`src/amc_pkg.sv`:
```
// constants and types shared by the converter mode register bank
// assumes one 250 MHz clock and a classic wishbone register port
package amc_pkg;

  ////////////////////////////////////////////////////////////////////
  // timing
  localparam int MCLK_PERIOD_NS = 4;
  localparam int US_NS = 1000;
  localparam int US_CYCLES_DEF = US_NS / MCLK_PERIOD_NS;
  localparam int PRESC_W = 12;
  localparam int US_W = 15;

  ////////////////////////////////////////////////////////////////////
  // register indices, byte addresses are four times the index
  localparam logic [7:0] RF_IDX = 8'h02;
  localparam logic [7:0] CC_IDX = 8'h03;
  localparam logic [7:0] PS_IDX = 8'h04;
  localparam logic [7:0] PL_IDX = 8'h05;
  localparam logic [7:0] RF_ADDR = {RF_IDX[5:0], 2'h0};
  localparam logic [7:0] CC_ADDR = {CC_IDX[5:0], 2'h0};
  localparam logic [7:0] PS_ADDR = {PS_IDX[5:0], 2'h0};
  localparam logic [7:0] PL_ADDR = {PL_IDX[5:0], 2'h0};

  // reset values
  localparam logic [7:0] RF_RESET = 8'h24;
  localparam logic [7:0] CC_RESET = 8'h01;
  localparam logic [7:0] PS_RESET = 8'h00;
  localparam logic [3:0] PL_RESET = 4'h0;

  // field positions
  localparam int RATE_LSB = 3;
  localparam int FILT_LSB = 0;
  localparam int CHOP_BIT = 5;
  localparam int ONESHOT_BIT = 4;
  localparam int DELAY_LSB = 0;
  localparam int ATTACH_LSB = 4;
  localparam int DIR_LSB = 0;
  localparam int REFPOS_PIN = 0;
  localparam int REFNEG_PIN = 1;

  // every code at or above this selects the top rate
  localparam logic [4:0] RATE_TOP = 5'h10;

  typedef enum logic [2:0] {
    FILT_SINC1 = 3'h0,
    FILT_SINC2 = 3'h1,
    FILT_SINC3 = 3'h2,
    FILT_SINC4 = 3'h3,
    FILT_FIR = 3'h4
  } amc_filter_t;

  typedef enum logic [1:0] {
    ST_IDLE = 2'h0,
    ST_DELAY = 2'h1,
    ST_FIRE = 2'h3
  } amc_state_t;

  typedef struct packed {
    logic [7:0] rateFilter;
    logic [7:0] convCtrl;
    logic [7:0] pinSetup;
    logic [3:0] pinData;
    logic ack;
    logic [7:0] rdData;
    amc_state_t state;
    logic [PRESC_W-1:0] presc;
    logic [US_W-1:0] usLeft;
    logic [4:0] rateSel;
    logic [2:0] filterSel;
    logic chopEnable;
    logic oneShot;
    logic convGo;
    logic convBusy;
    logic [3:0] padOut;
    logic [3:0] padOeB;
    logic refPosFree;
    logic refNegFree;
  } amc_regs_t;

  // saturate the rate code onto the top rate
  function automatic logic [4:0] rate_index(input logic [4:0] code);
    return code[4] ? RATE_TOP : code;
  endfunction

  // start delay in microseconds; reserved codes take the longest
  function automatic logic [US_W-1:0] delay_us(input logic [3:0] code);
    case (code)
      4'h0: return 15'h0000;
      4'h1: return 15'(50);
      4'h2: return 15'(59);
      4'h3: return 15'(67);
      4'h4: return 15'(85);
      4'h5: return 15'(119);
      4'h6: return 15'(189);
      4'h7: return 15'(328);
      4'h8: return 15'(605);
      4'h9: return 15'(1160);
      4'hA: return 15'(2270);
      4'hB: return 15'(4490);
      4'hC: return 15'(8930);
      default: return 15'(17800);
    endcase
  endfunction

endpackage

```
`src/amc_pad_sync.sv`:
```
// two-stage synchroniser for the general-purpose pad inputs
// assumes pads change with no relation to mclk
module amc_pad_sync #(
  parameter int W = 4
) (
  input wire logic mclk, // system clock
  input wire logic rst_b, // synchronous reset, active low
  input wire logic ce, // clock enable
  input wire logic [W-1:0] padIn, // raw pad levels
  output logic [W-1:0] pinLevel // synchronised pad levels
);
  import amc_pkg::*;

  typedef struct packed {
    logic [W-1:0] meta;
    logic [W-1:0] stable;
  } amc_sync_t;

  amc_sync_t s;
  amc_sync_t next_s;

  always_comb begin
    next_s = s;
    next_s.meta = padIn;
    next_s.stable = s.meta;
  end

  always_ff @(posedge mclk) begin
    if (!rst_b) begin
      s <= '0;
    end else if (ce) begin
      s <= next_s;
    end
  end

  assign pinLevel = s.stable;

endmodule

```
`src/amc_mode_regs.sv`:
```
// rate/filter, conversion control and pin setup registers of the
// converter, with the conversion start delay timer and pad control
// assumes a classic wishbone master on mclk and a conversion request
// strobe from logic on the same clock
//
// Overview of operation
// - rate field picks ascending rates, default 4
// - codes 10000 and up give top rate
// - filter field picks sinc1..sinc4 or fir
// - rate/filter register at 02h, resets 24h
// - bit 5 enables auto-zero operation
// - bit 4 selects one-shot over continuous
// - delay code sets wait before conversion
// - conversion control at 03h, resets 01h
// - upper pin setup bits attach pin functions
// - lower pin setup bits set pin direction
// - pins 0 and 1 share reference pads
// - pin setup at 04h, resets 00h
// - pin data reads pad, drives outputs
//
// The implementer's own choice: the Wishbone slave port.
module amc_mode_regs #(
  parameter logic [11:0] US_CYCLES = 12'(amc_pkg::US_CYCLES_DEF)
) (
  input wire logic mclk, // system clock
  input wire logic rst_b, // synchronous reset, active low
  input wire logic ce, // clock enable, freezes state when low
  input wire logic cyc_i, // wishbone cycle
  input wire logic stb_i, // wishbone strobe
  input wire logic we_i, // wishbone write enable
  input wire logic [7:0] adr_i, // wishbone byte address
  input wire logic [3:0] sel_i, // wishbone byte selects
  input wire logic [31:0] dat_i, // wishbone write data
  output logic [31:0] dat_o, // wishbone read data
  output logic ack_o, // wishbone acknowledge
  input wire logic convReq, // conversion setup request, one cycle
  output logic [4:0] rateSel, // active rate index, 16 is top rate
  output logic [2:0] filterSel, // active filter code
  output logic chopEnable, // active auto-zero enable
  output logic oneShot, // active one-shot mode
  output logic convGo, // conversion start, one cycle
  output logic convBusy, // setup accepted, start pending
  input wire logic [3:0] padIn, // pad input levels
  output logic [3:0] padOut, // pad drive levels
  output logic [3:0] padOe_b, // pad drive enable, active low
  output logic refPosFree, // positive reference pad left to analog
  output logic refNegFree // negative reference pad left to analog
);
  import amc_pkg::*;

  localparam logic [PRESC_W-1:0] PRESC_LAST = US_CYCLES - 12'h001;

  amc_regs_t q;
  amc_regs_t next_q;
  logic [3:0] pinLevel;
  logic access;
  logic [US_W-1:0] dly;

  ////////////////////////////////////////////////////////////////////
  // pad input synchroniser

  amc_pad_sync #(
    .W(4)
  ) u_sync (
    .mclk(mclk),
    .rst_b(rst_b),
    .ce(ce),
    .padIn(padIn),
    .pinLevel(pinLevel)
  );

  ////////////////////////////////////////////////////////////////////
  // register read mux, unmapped addresses read zero

  function automatic logic [7:0] read_reg(
    input logic [7:0] adr,
    input amc_regs_t r,
    input logic [3:0] pins
  );
    if (adr == RF_ADDR) begin
      return r.rateFilter;
    end else if (adr == CC_ADDR) begin
      return r.convCtrl;
    end else if (adr == PS_ADDR) begin
      return r.pinSetup;
    end else if (adr == PL_ADDR) begin
      return {4'h0, pins};
    end else begin
      return 8'h00;
    end
  endfunction

  ////////////////////////////////////////////////////////////////////
  // next state

  always_comb begin
    next_q = q;
    dly = delay_us(q.convCtrl[DELAY_LSB +: 4]);
    access = cyc_i && stb_i;
    next_q.convGo = 1'b0;

    // bus: ack one cycle after the request, dropped the next
    next_q.ack = access && !q.ack;
    if (access && !q.ack) begin
      next_q.rdData = read_reg(adr_i, q, pinLevel);
    end

    // writes land on the edge that completes the cycle
    if (access && q.ack && we_i && sel_i[0]) begin
      if (adr_i == RF_ADDR) begin
        next_q.rateFilter = dat_i[7:0];
      end else if (adr_i == CC_ADDR) begin
        next_q.convCtrl = dat_i[7:0];
      end else if (adr_i == PS_ADDR) begin
        next_q.pinSetup = dat_i[7:0];
      end else if (adr_i == PL_ADDR) begin
        next_q.pinData = dat_i[3:0];
      end
    end

    // pad control follows the pin registers directly
    next_q.padOut = next_q.pinData;
    next_q.padOeB = ~(next_q.pinSetup[ATTACH_LSB +: 4] &
                      ~next_q.pinSetup[DIR_LSB +: 4]);
    next_q.refPosFree =
      !next_q.pinSetup[ATTACH_LSB + REFPOS_PIN];
    next_q.refNegFree =
      !next_q.pinSetup[ATTACH_LSB + REFNEG_PIN];

    // conversion setup and start delay
    case (q.state)
      ST_IDLE: begin
        if (convReq) begin
          // shadow settings become active only here
          next_q.rateSel =
            rate_index(q.rateFilter[RATE_LSB +: 5]);
          next_q.filterSel = q.rateFilter[FILT_LSB +: 3];
          next_q.chopEnable = q.convCtrl[CHOP_BIT];
          next_q.oneShot = q.convCtrl[ONESHOT_BIT];
          next_q.convBusy = 1'b1;
          next_q.presc = '0;
          next_q.usLeft = dly;
          if (dly == '0) begin
            next_q.state = ST_FIRE;
            next_q.convGo = 1'b1;
          end else begin
            next_q.state = ST_DELAY;
          end
        end
      end
      ST_DELAY: begin
        if (q.presc == PRESC_LAST) begin
          next_q.presc = '0;
          if (q.usLeft == 15'h0001) begin
            next_q.state = ST_FIRE;
            next_q.convGo = 1'b1;
          end else begin
            next_q.usLeft = q.usLeft - 15'h0001;
          end
        end else begin
          next_q.presc = q.presc + 12'h001;
        end
      end
      ST_FIRE: begin
        next_q.state = ST_IDLE;
        next_q.convBusy = 1'b0;
      end
      default: begin
        next_q.state = ST_IDLE;
        next_q.convBusy = 1'b0;
      end
    endcase
  end

  ////////////////////////////////////////////////////////////////////
  // state register

  always_ff @(posedge mclk) begin
    if (!rst_b) begin
      q <= '0;
      q.rateFilter <= RF_RESET;
      q.convCtrl <= CC_RESET;
      q.pinSetup <= PS_RESET;
      q.pinData <= PL_RESET;
      q.state <= ST_IDLE;
      q.rateSel <= rate_index(RF_RESET[RATE_LSB +: 5]);
      q.filterSel <= RF_RESET[FILT_LSB +: 3];
      q.chopEnable <= CC_RESET[CHOP_BIT];
      q.oneShot <= CC_RESET[ONESHOT_BIT];
      q.padOut <= PL_RESET;
      q.padOeB <= 4'hF;
      q.refPosFree <= 1'b1;
      q.refNegFree <= 1'b1;
    end else if (ce) begin
      q <= next_q;
    end
  end

  assign dat_o = {24'h000000, q.rdData};
  assign ack_o = q.ack;
  assign rateSel = q.rateSel;
  assign filterSel = q.filterSel;
  assign chopEnable = q.chopEnable;
  assign oneShot = q.oneShot;
  assign convGo = q.convGo;
  assign convBusy = q.convBusy;
  assign padOut = q.padOut;
  assign padOe_b = q.padOeB;
  assign refPosFree = q.refPosFree;
  assign refNegFree = q.refNegFree;
endmodule

```
`config.mk`:
```
export PLATFORM = sky130hd
export DESIGN_NAME = amc_mode_regs
export DESIGN_NICKNAME = d
export VERILOG_FILES = /design/src/amc_pkg.sv /design/src/amc_pad_sync.sv /design/src/amc_mode_regs.sv
export SDC_FILE = /design/constraint.sdc
export NUM_CORES = 1
export LEC_CHECK = 0
export ABC_AREA = 1
export BUFFER_PORTS_ARGS = -buffer_cell sky130_fd_sc_hd__buf_2
export CAP_MARGIN = 0
export CORE_MARGIN = 8
export CORE_UTILIZATION = 45
export CTS_BUF_LIST = sky130_fd_sc_hd__clkbuf_4
export DETAILED_ROUTE_END_ITERATION = 8
export PLACE_DENSITY = 0.67
export SYNTH_ARGS = -nofsm -noshare
export SYNTH_HDL_FRONTEND = slang
export SYNTH_HIERARCHICAL = 1
export SYNTH_SLANG_ARGS = --single-unit
```
`constraint.sdc`:
```
create_clock -name mclk -period 1.62 [get_ports mclk]
set_input_delay 0.081 -clock mclk [delete_from_list [all_inputs] [get_ports mclk]]
set_output_delay 0.081 -clock mclk [all_outputs]
set_load 0.02 [all_outputs]
```
==> impl_metrics.json, run 1 <==
{
  "fp.dieW_um": 128,
  "synth-seq-area-share": 0.382,
  "total_power_mw": 5.20,
  "critPathLaunch": "ack_o",
  "viasPerCell": 4.84,
  "vdd_drop_max_v": 0.000519,
  "final_cells": 1090,
  "worst_hold_path_type": "input port to flip-flop",
  "synth_top_area_frac": 0.382,
  "die_h_um": 128,
  "overflow": 0,
  "leakage_nw": 3.15,
  "synth_area_leader_cell": "dfxtp_1",
  "drive_above_1_share": 0.238,
  "hold-path-cell-count": 5,
  "yosysUniqueCellTypes": 41,
  "r2r_cells": 8,
  "yosys_warnings": 6,
  "grt_pass1_wl_mm": 22.5,
  "cts.clk_slew.worst_paths_ns": 0.17,
  "crit_arrival_ns": 2.00,
  "synth-seq-cells": 107,
  "clockBufferDepth": 2,
  "place_congestion": 0.863,
  "min_period_over_period": 1.00,
  "wl_per_cell_um": 12.8,
  "drt_iter0_drc": 316,
  "hold_viol_final": 0,
  "area_growth_pct": 19.8,
  "ioPinCount": 110,
  "multi_input_area_um2": 2920,
  "syn_inst": 820,
  "cp.required_ns": 2.00,
  "slew_viol_final": 0,
  "setup_ws_ns": -0.00315,
  "io_buffers": 58,
  "fillers": 1181,
  "start_kind": "flip-flop",
  "synth.area.top_cells": "dfxtp_1 (38%), nand2_1 (12%), nor2_1 (9.8%)",
  "rows": 40,
  "grt_pass1_vias": 4742,
  "clk_latency_ns": 0.49,
  "rr_startpoint": "ack_o",
  "period_minus_slack_ns": 1.62,
  "dp_cells": 1042,
  "antenna_found_initial": 0,
  "drt-pass1-iter-count": 5,
  "htreeDepth": 3,
  "fin_setup_tns_ns": -0.00315,
  "clock-sinks": 107,
  "hold_start": "adr_i[3]",
  "maxCapViolCount": 0,
  "fin_nets": 981,
  "synth_area_per_cell_um2": 6.83,
  "r2r_slack_ns": -0.003,
  "final-seq-area_um2": 2160,
  "critical_path_class": "flip-flop to flip-flop",
  "pwr_density_cell_nw_per_um2": 775,
  "dp_hpwl_mm": 10.2,
  "grt_max_degree": 20,
  "tritoncts": "built",
  "hold_end": "padOut[0]",
  "endpoint_kind": "flip-flop",
  "design.die.area_um2": 16300,
  "ant_nets": 0,
  "antenna_cells": 0,
  "rsz0062_at_grt": "yes",
  "r2r_end": "dly[12]",
  "grtUsageTotal": 0.169,
  "routed_wl_mm": 14.0,
  "root_buffer": "clkbuf_4",
  "initial_core_util": 0.465,
  "core_um2": 12100,
  "syn_area_um2": 5600,
  "violations": "setup timing",
  "run_status": "finished, violations left",
  "cts_inserted_buffers": 9,
  "drc": 0,
  "setup-violations-final": 1,
  "clock_skew_ns": 0.0244,
  "crit_fanout": 5,
  "fmax_ghz": 0.616,
  "vias": 5275
}
worst max path at each step:
| stage | end | depth (start not counted) |
|---|---|---|
| 2_1_floorplan | dly[3] | 10 |
| 3_3_place_gp | dly[0] | 13 |
| 3_5_place_dp | dly[0] | 13 |
| 4_1_cts | dly[4] | 10 |
| 5_1_grt | q[23] | 9 |
| 6_report | dly[12] | 8 |
Yosys cell counts:
library cell	count
a41oi_1	8
a31oi_1	1
nor4_1	2
nor2_4	5
buf_6	3
buf_4	49
o21bai_1	2
ha_1	9
o21ai_0	55
and2_1	1
buf_2	8
nand3b_1	1
nand2_1	178
o22ai_1	3
clkinv_1	1
inv_2	5
nand4_1	9
nor2_2	4
nand3_1	45
inv_1	89
nand2_2	5
and3_1	2
clkbuf_1	10
a21oi_1	29
a22oi_1	1
o211ai_1	3
or2_2	4
nor3_1	8
nand3_2	3
a211oi_1	1
a21boi_0	4
nor2_1	146
buf_8	2
o21ai_1	4
dfxtp_1	107
xor2_1	8
conb_1	1
xnor2_1	1
nor2_8	1
nand2_4	1
nor3b_1	1
worst max-delay path: stages, from the launching register on:
cell     delay, ns
dfxtp_2       0.38
nand3_4       0.08
nor2_4        0.16
nand3_1       0.14
nand3_4       0.18
inv_4         0.06
buf_4         0.14
ha_1          0.19
and3_1        0.19
sequential cells by signal (all words and copies together), names as in the netlist, 3 cells and up:
register and flops:
dat_o 8, dly 15, filterSel 3, padOe_b 4, padOut 4, q 53
rateSel 5, u_sync/next_s 4, u_sync/pinLevel 4
cell families (layout without fill, tap and decap cells):
| family | after synthesis | after routing | synth area share |
|---|---|---|---|
| compound gates | 111 | 111 | 0.110 |
| xor+xnor | 9 | 9 | 0.0141 |
| fa+ha+maj | 9 | 9 | 0.0201 |
| buf+inv | 167 | 244 | 0.154 |
| flops | 107 | 107 | 0.382 |
| other cells | 1 | 24 | 0.000669 |
| simple gates | 416 | 418 | 0.318 |
power breakdown:
part | switching, mW | internal, mW
clock network | 0.897 | 0.493
registers | 0.0696 | 2.73
logic | 0.622 | 0.395
cells in the final DEF (no fill, tap or decap), types with 5 or more instances in the layout:
cell             n
a41oi_1          8
ha_1             5
nor2_1         130
buf_4           55
nand3_2          6
dfxtp_1         95
nand3_4          5
nor3_1           7
nand4_1          9
dfxtp_2         12
dlygate4sd3_1   13
inv_2            5
inv_1           87
nand3_1         39
buf_2           58
nand2_2         15
nor2_2          17
a21oi_1         29
xor2_1           8
buf_6            5
clkbuf_4        10
conb_1          24
o21ai_0         52
nor2_4           8
o21ai_1          7
nand2_1        165
area by class of cell:
cell class | instances | area share
clock buffer | 10 | 0.0112
multi-input combinational | 571 | 0.434
tap | 168 | 0.0313
inverter | 95 | 0.0538
timing repair buffer | 133 | 0.138
sequential | 107 | 0.321
clock inverter | 6 | 0.00969
routing by layer:
layer  GRT usage  vias to the layer above  share of wire
met4      0.0392                        0         0.0087
li1            -                     2713              -
met2       0.278                      123           0.47
met5           0                        -              0
met1       0.210                     2428           0.47
met3      0.0549                       11          0.055
metrics by stage:
step | area, µm² | utilization | hold WS [ns] | worst slack, ns
global route | 6720 | 0.557 | 0.0186 | -0.0796
finish | 6720 | 0.557 | 0.0566 | -0.00315
floorplan | 5690 | - | 0.211 | -0.00189
CTS | 6330 | 0.524 | 0.0255 | 0.00769
detailed placement | 6020 | 0.499 | 0.333 | -0.0525
global placement | 6020 | 0.499 | 0.336 | -0.0389
repair_timing:
action | in CTS | in global routing
gates cloned | 0 | 4
endpoints found under the setup margin | 9 | 43
pin swaps | 3 | 20
setup buffers | 0 | 15
gates resized for setup | 8 | 71
hold buffers | 13 | 0
endpoints found under the hold margin | 25 | 0
(Power assumes the default switching activity.)
==> run 2: changes to the inputs <==
--- a/config.mk
+++ b/config.mk
@@ -6,5 +6,4 @@
 export NUM_CORES = 1
 export LEC_CHECK = 0
-export ABC_AREA = 1
 export BUFFER_PORTS_ARGS = -buffer_cell sky130_fd_sc_hd__buf_2
 export CAP_MARGIN = 0
@@ -13,4 +12,5 @@
 export CTS_BUF_LIST = sky130_fd_sc_hd__clkbuf_4
 export DETAILED_ROUTE_END_ITERATION = 8
+export GPL_TIMING_DRIVEN = 0
 export PLACE_DENSITY = 0.67
 export SYNTH_ARGS = -nofsm -noshare
==> constraint.sdc (replaced) <==
create_clock -name mclk -period 1.62 [get_ports mclk]
set_input_delay 0.081 -clock mclk [delete_from_list [all_inputs] [get_ports mclk]]
set_output_delay 0.081 -clock mclk [all_outputs]
set_load 0.01 [all_outputs]
==> run 2 against run 1 <==
  * Utilization increased by 4.4 points
  * Non-clock buffer count increased by 58
  * Wire length increased by 12%
  * Largest cell class unchanged
  * Count of clock-buffer cells in the layout unchanged
  * Critical path type unchanged
  * The run still ends with setup timing left
==> impl_metrics.json, run 2 <==
{
  "pwr_density_cell_nw_per_um2": 675,
  "cp.required_ns": 2.03,
  "clk_latency_ns": 0.49,
  "grtUsageTotal": 0.191,
  "pre_cts_ws_ns": -0.689,
  "mostFrequentLayoutCell": "dfxtp_1",
  "rows": 40,
  "grt_pass1_wl_mm": 24.9,
  "dpl_cell_area_um2": 6160,
  "synth_area_leader_cell": "dfxtp_1",
  "htreeDepth": 3,
  "yosysUniqueCellTypes": 65,
  "fmax_ghz": 0.517,
  "core_um2": 12000,
  "setup_ws_ns": -0.315,
  "ys.flop_type": "dfxtp_1",
  "final_area_um2": 7190,
  "wl_per_cell_um": 16.7,
  "crit_chain": "or4_4, nor4_4, nand2_2, o41ai_2, nand2_1, a21boi_1",
  "dp_hpwl_mm": 10.8,
  "synth.area.top_cells": "dfxtp_1 (39%), buf_4 (6.8%), nand2_1 (6.6%)",
  "root_buffer": "clkbuf_4",
  "rsz0062_at_grt": "yes",
  "drc": 0,
  "drt_iter0_drc": 370,
  "final_cells": 938,
  "period_minus_slack_ns": 1.93,
  "violations": "setup timing",
  "drt-pass1-iter-count": 5,
  "hold_viol_final": 0,
  "maxCapViolCount": 0,
  "endpoint_kind": "flip-flop",
  "slew_viol_final": 0,
  "start_kind": "flip-flop",
  "fin_nets": 850,
  "clock_skew_ns": 0.0321,
  "fp.dieW_um": 126,
  "vdd_drop_max_v": 0.000565,
  "overflow": 0,
  "synth-seq-cells": 107,
  "syn_area_um2": 5480,
  "min_period_over_period": 1.19,
  "synth.cells.most_frequent": "dfxtp_1 (107), nand2_1 (96), buf_4 (50)",
  "async_flop_share": 0,
  "initial_core_util": 0.458,
  "io_buffers": 56,
  "syn_inst": 646,
  "worst_pin_slew_ns": 0.610,
  "drive_above_1_share": 0.365,
  "ant_nets": 0,
  "leakage_nw": 3.14,
  "maxSlewHeadroom": 0.592,
  "utilization": 0.601,
  "critical_path_class": "flip-flop to flip-flop",
  "clock-sinks": 107,
  "cts_inserted_buffers": 9,
  "setup-violations-final": 29,
  "clockBufferDepth": 2,
  "layout_common_cells": "dfxtp_1 (95), nand2_1 (85), buf_4 (75)",
  "synth_area_per_cell_um2": 8.49,
  "grt_pass1_vias": 4922,
  "synth-seq-area-share": 0.391,
  "vias": 5140,
  "routed_wl_mm": 15.7,
  "worst_hold_path_type": "input port to flip-flop",
  "post-synth-top-count-cell": "dfxtp_1",
  "synth_top_area_frac": 0.391,
  "crit_arrival_ns": 2.35,
  "area_growth_pct": 31.2,
  "design.die.area_um2": 16000,
  "antenna_found_initial": 1,
  "cts.clk_slew.worst_paths_ns": 0.17,
  "critical_path.max_stage_delay_ns": 0.55,
  "r2r_slack_ns": -0.31,
  "yosys_warnings": 6,
  "top_register": "q",
  "place_congestion": 0.890,
  "ioPinCount": 110,
  "dp_cells": 872,
  "viasPerCell": 5.48,
  "die_h_um": 126,
  "grt_max_degree": 17,
  "run_status": "finished, violations left",
  "synth_edf_count": 0,
  "largest_register_ffs": 53,
  "tritoncts": "built",
  "crit_fanout": 7,
  "crit_slowest_cell": "or4_4"
}
==> run 2: worst paths after layout <==
kind | depth (start not counted) | start | to
setup reg to reg | 6 | q[26] | q[36]
hold / removal | 3 | dat_i[1] | q[81]
hold reg to reg | 2 | refNegFree | refNegFree
setup / recovery | 6 | q[26] | q[36]
==> run 2: report_power, final <==
part           total [mW]  internal (mW)  switching (mW)
Sequential           2.74           2.68          0.0563
Combinational       0.931          0.439           0.492
Clock                1.18          0.320           0.864
==> run 2: kinds of logic (layout without fill, tap and decap cells) <==
group,Yosys count,in the layout,share of synthesized area
AO/OA/AOI/OAI,131,131,0.157
multiplexers,36,36,0.0705
flip-flops,107,107,0.391
adder cells (fa/ha/maj),9,9,0.0205
AND/OR/NAND/NOR,254,254,0.241
other,1,25,0.000684
XOR/XNOR,10,10,0.0160
buffers and inverters,98,219,0.104
==> run 2: layer usage <==
layer	vias to the layer above	track usage	wire, µm	part of all wire
met4	0	0.0800	455	0.029
met5	-	0	0	0
met1	2423	0.237	6740	0.43
met2	202	0.307	7380	0.47
met3	39	0.0478	1120	0.071
li1	2476	-	-	-
==> run 2: cell type report <==
| type | instances | area [µm²] |
|---|---|---|
| antenna | 1 | 2.50 |
| fill | 1057 | 4770 |
| multi-input combinational | 464 | 3320 |
| clock buffer | 10 | 75.1 |
| inverter | 13 | 58.8 |
| sequential | 107 | 2170 |
| tap | 147 | 184 |
| clock inverter | 5 | 31.3 |
| buffer | 80 | 573 |
| timing repair buffer | 111 | 778 |
==> run 2: through the flow <==
step	hold slack, ns	TNS [ns]	power (mW)
finish	0.0355	-4.90	4.86
detailed placement	0.354	-38.61	3.47
floorplan	0.209	-3.06	3.27
CTS	0.00633	-3.62	4.77
global route	0.0240	-8.01	5.08
global placement	0.348	-35.67	3.46
==> run 2: critical path: cells and delay by family, from the launching register on <==
kind,cells,cell delay (ns)
AO/OA/AOI/OAI,2,0.42
flip-flops,1,0.40
AND/OR/NAND/NOR,4,1.03
==> run 2: repair_timing <==
item	in CTS	in global routing
pin swaps	32	27
endpoints found under the hold margin	26	0
resized for setup	90	69
endpoints found under the setup margin	75	74
setup buffers	22	15
hold buffers	16	0
gates cloned	3	0
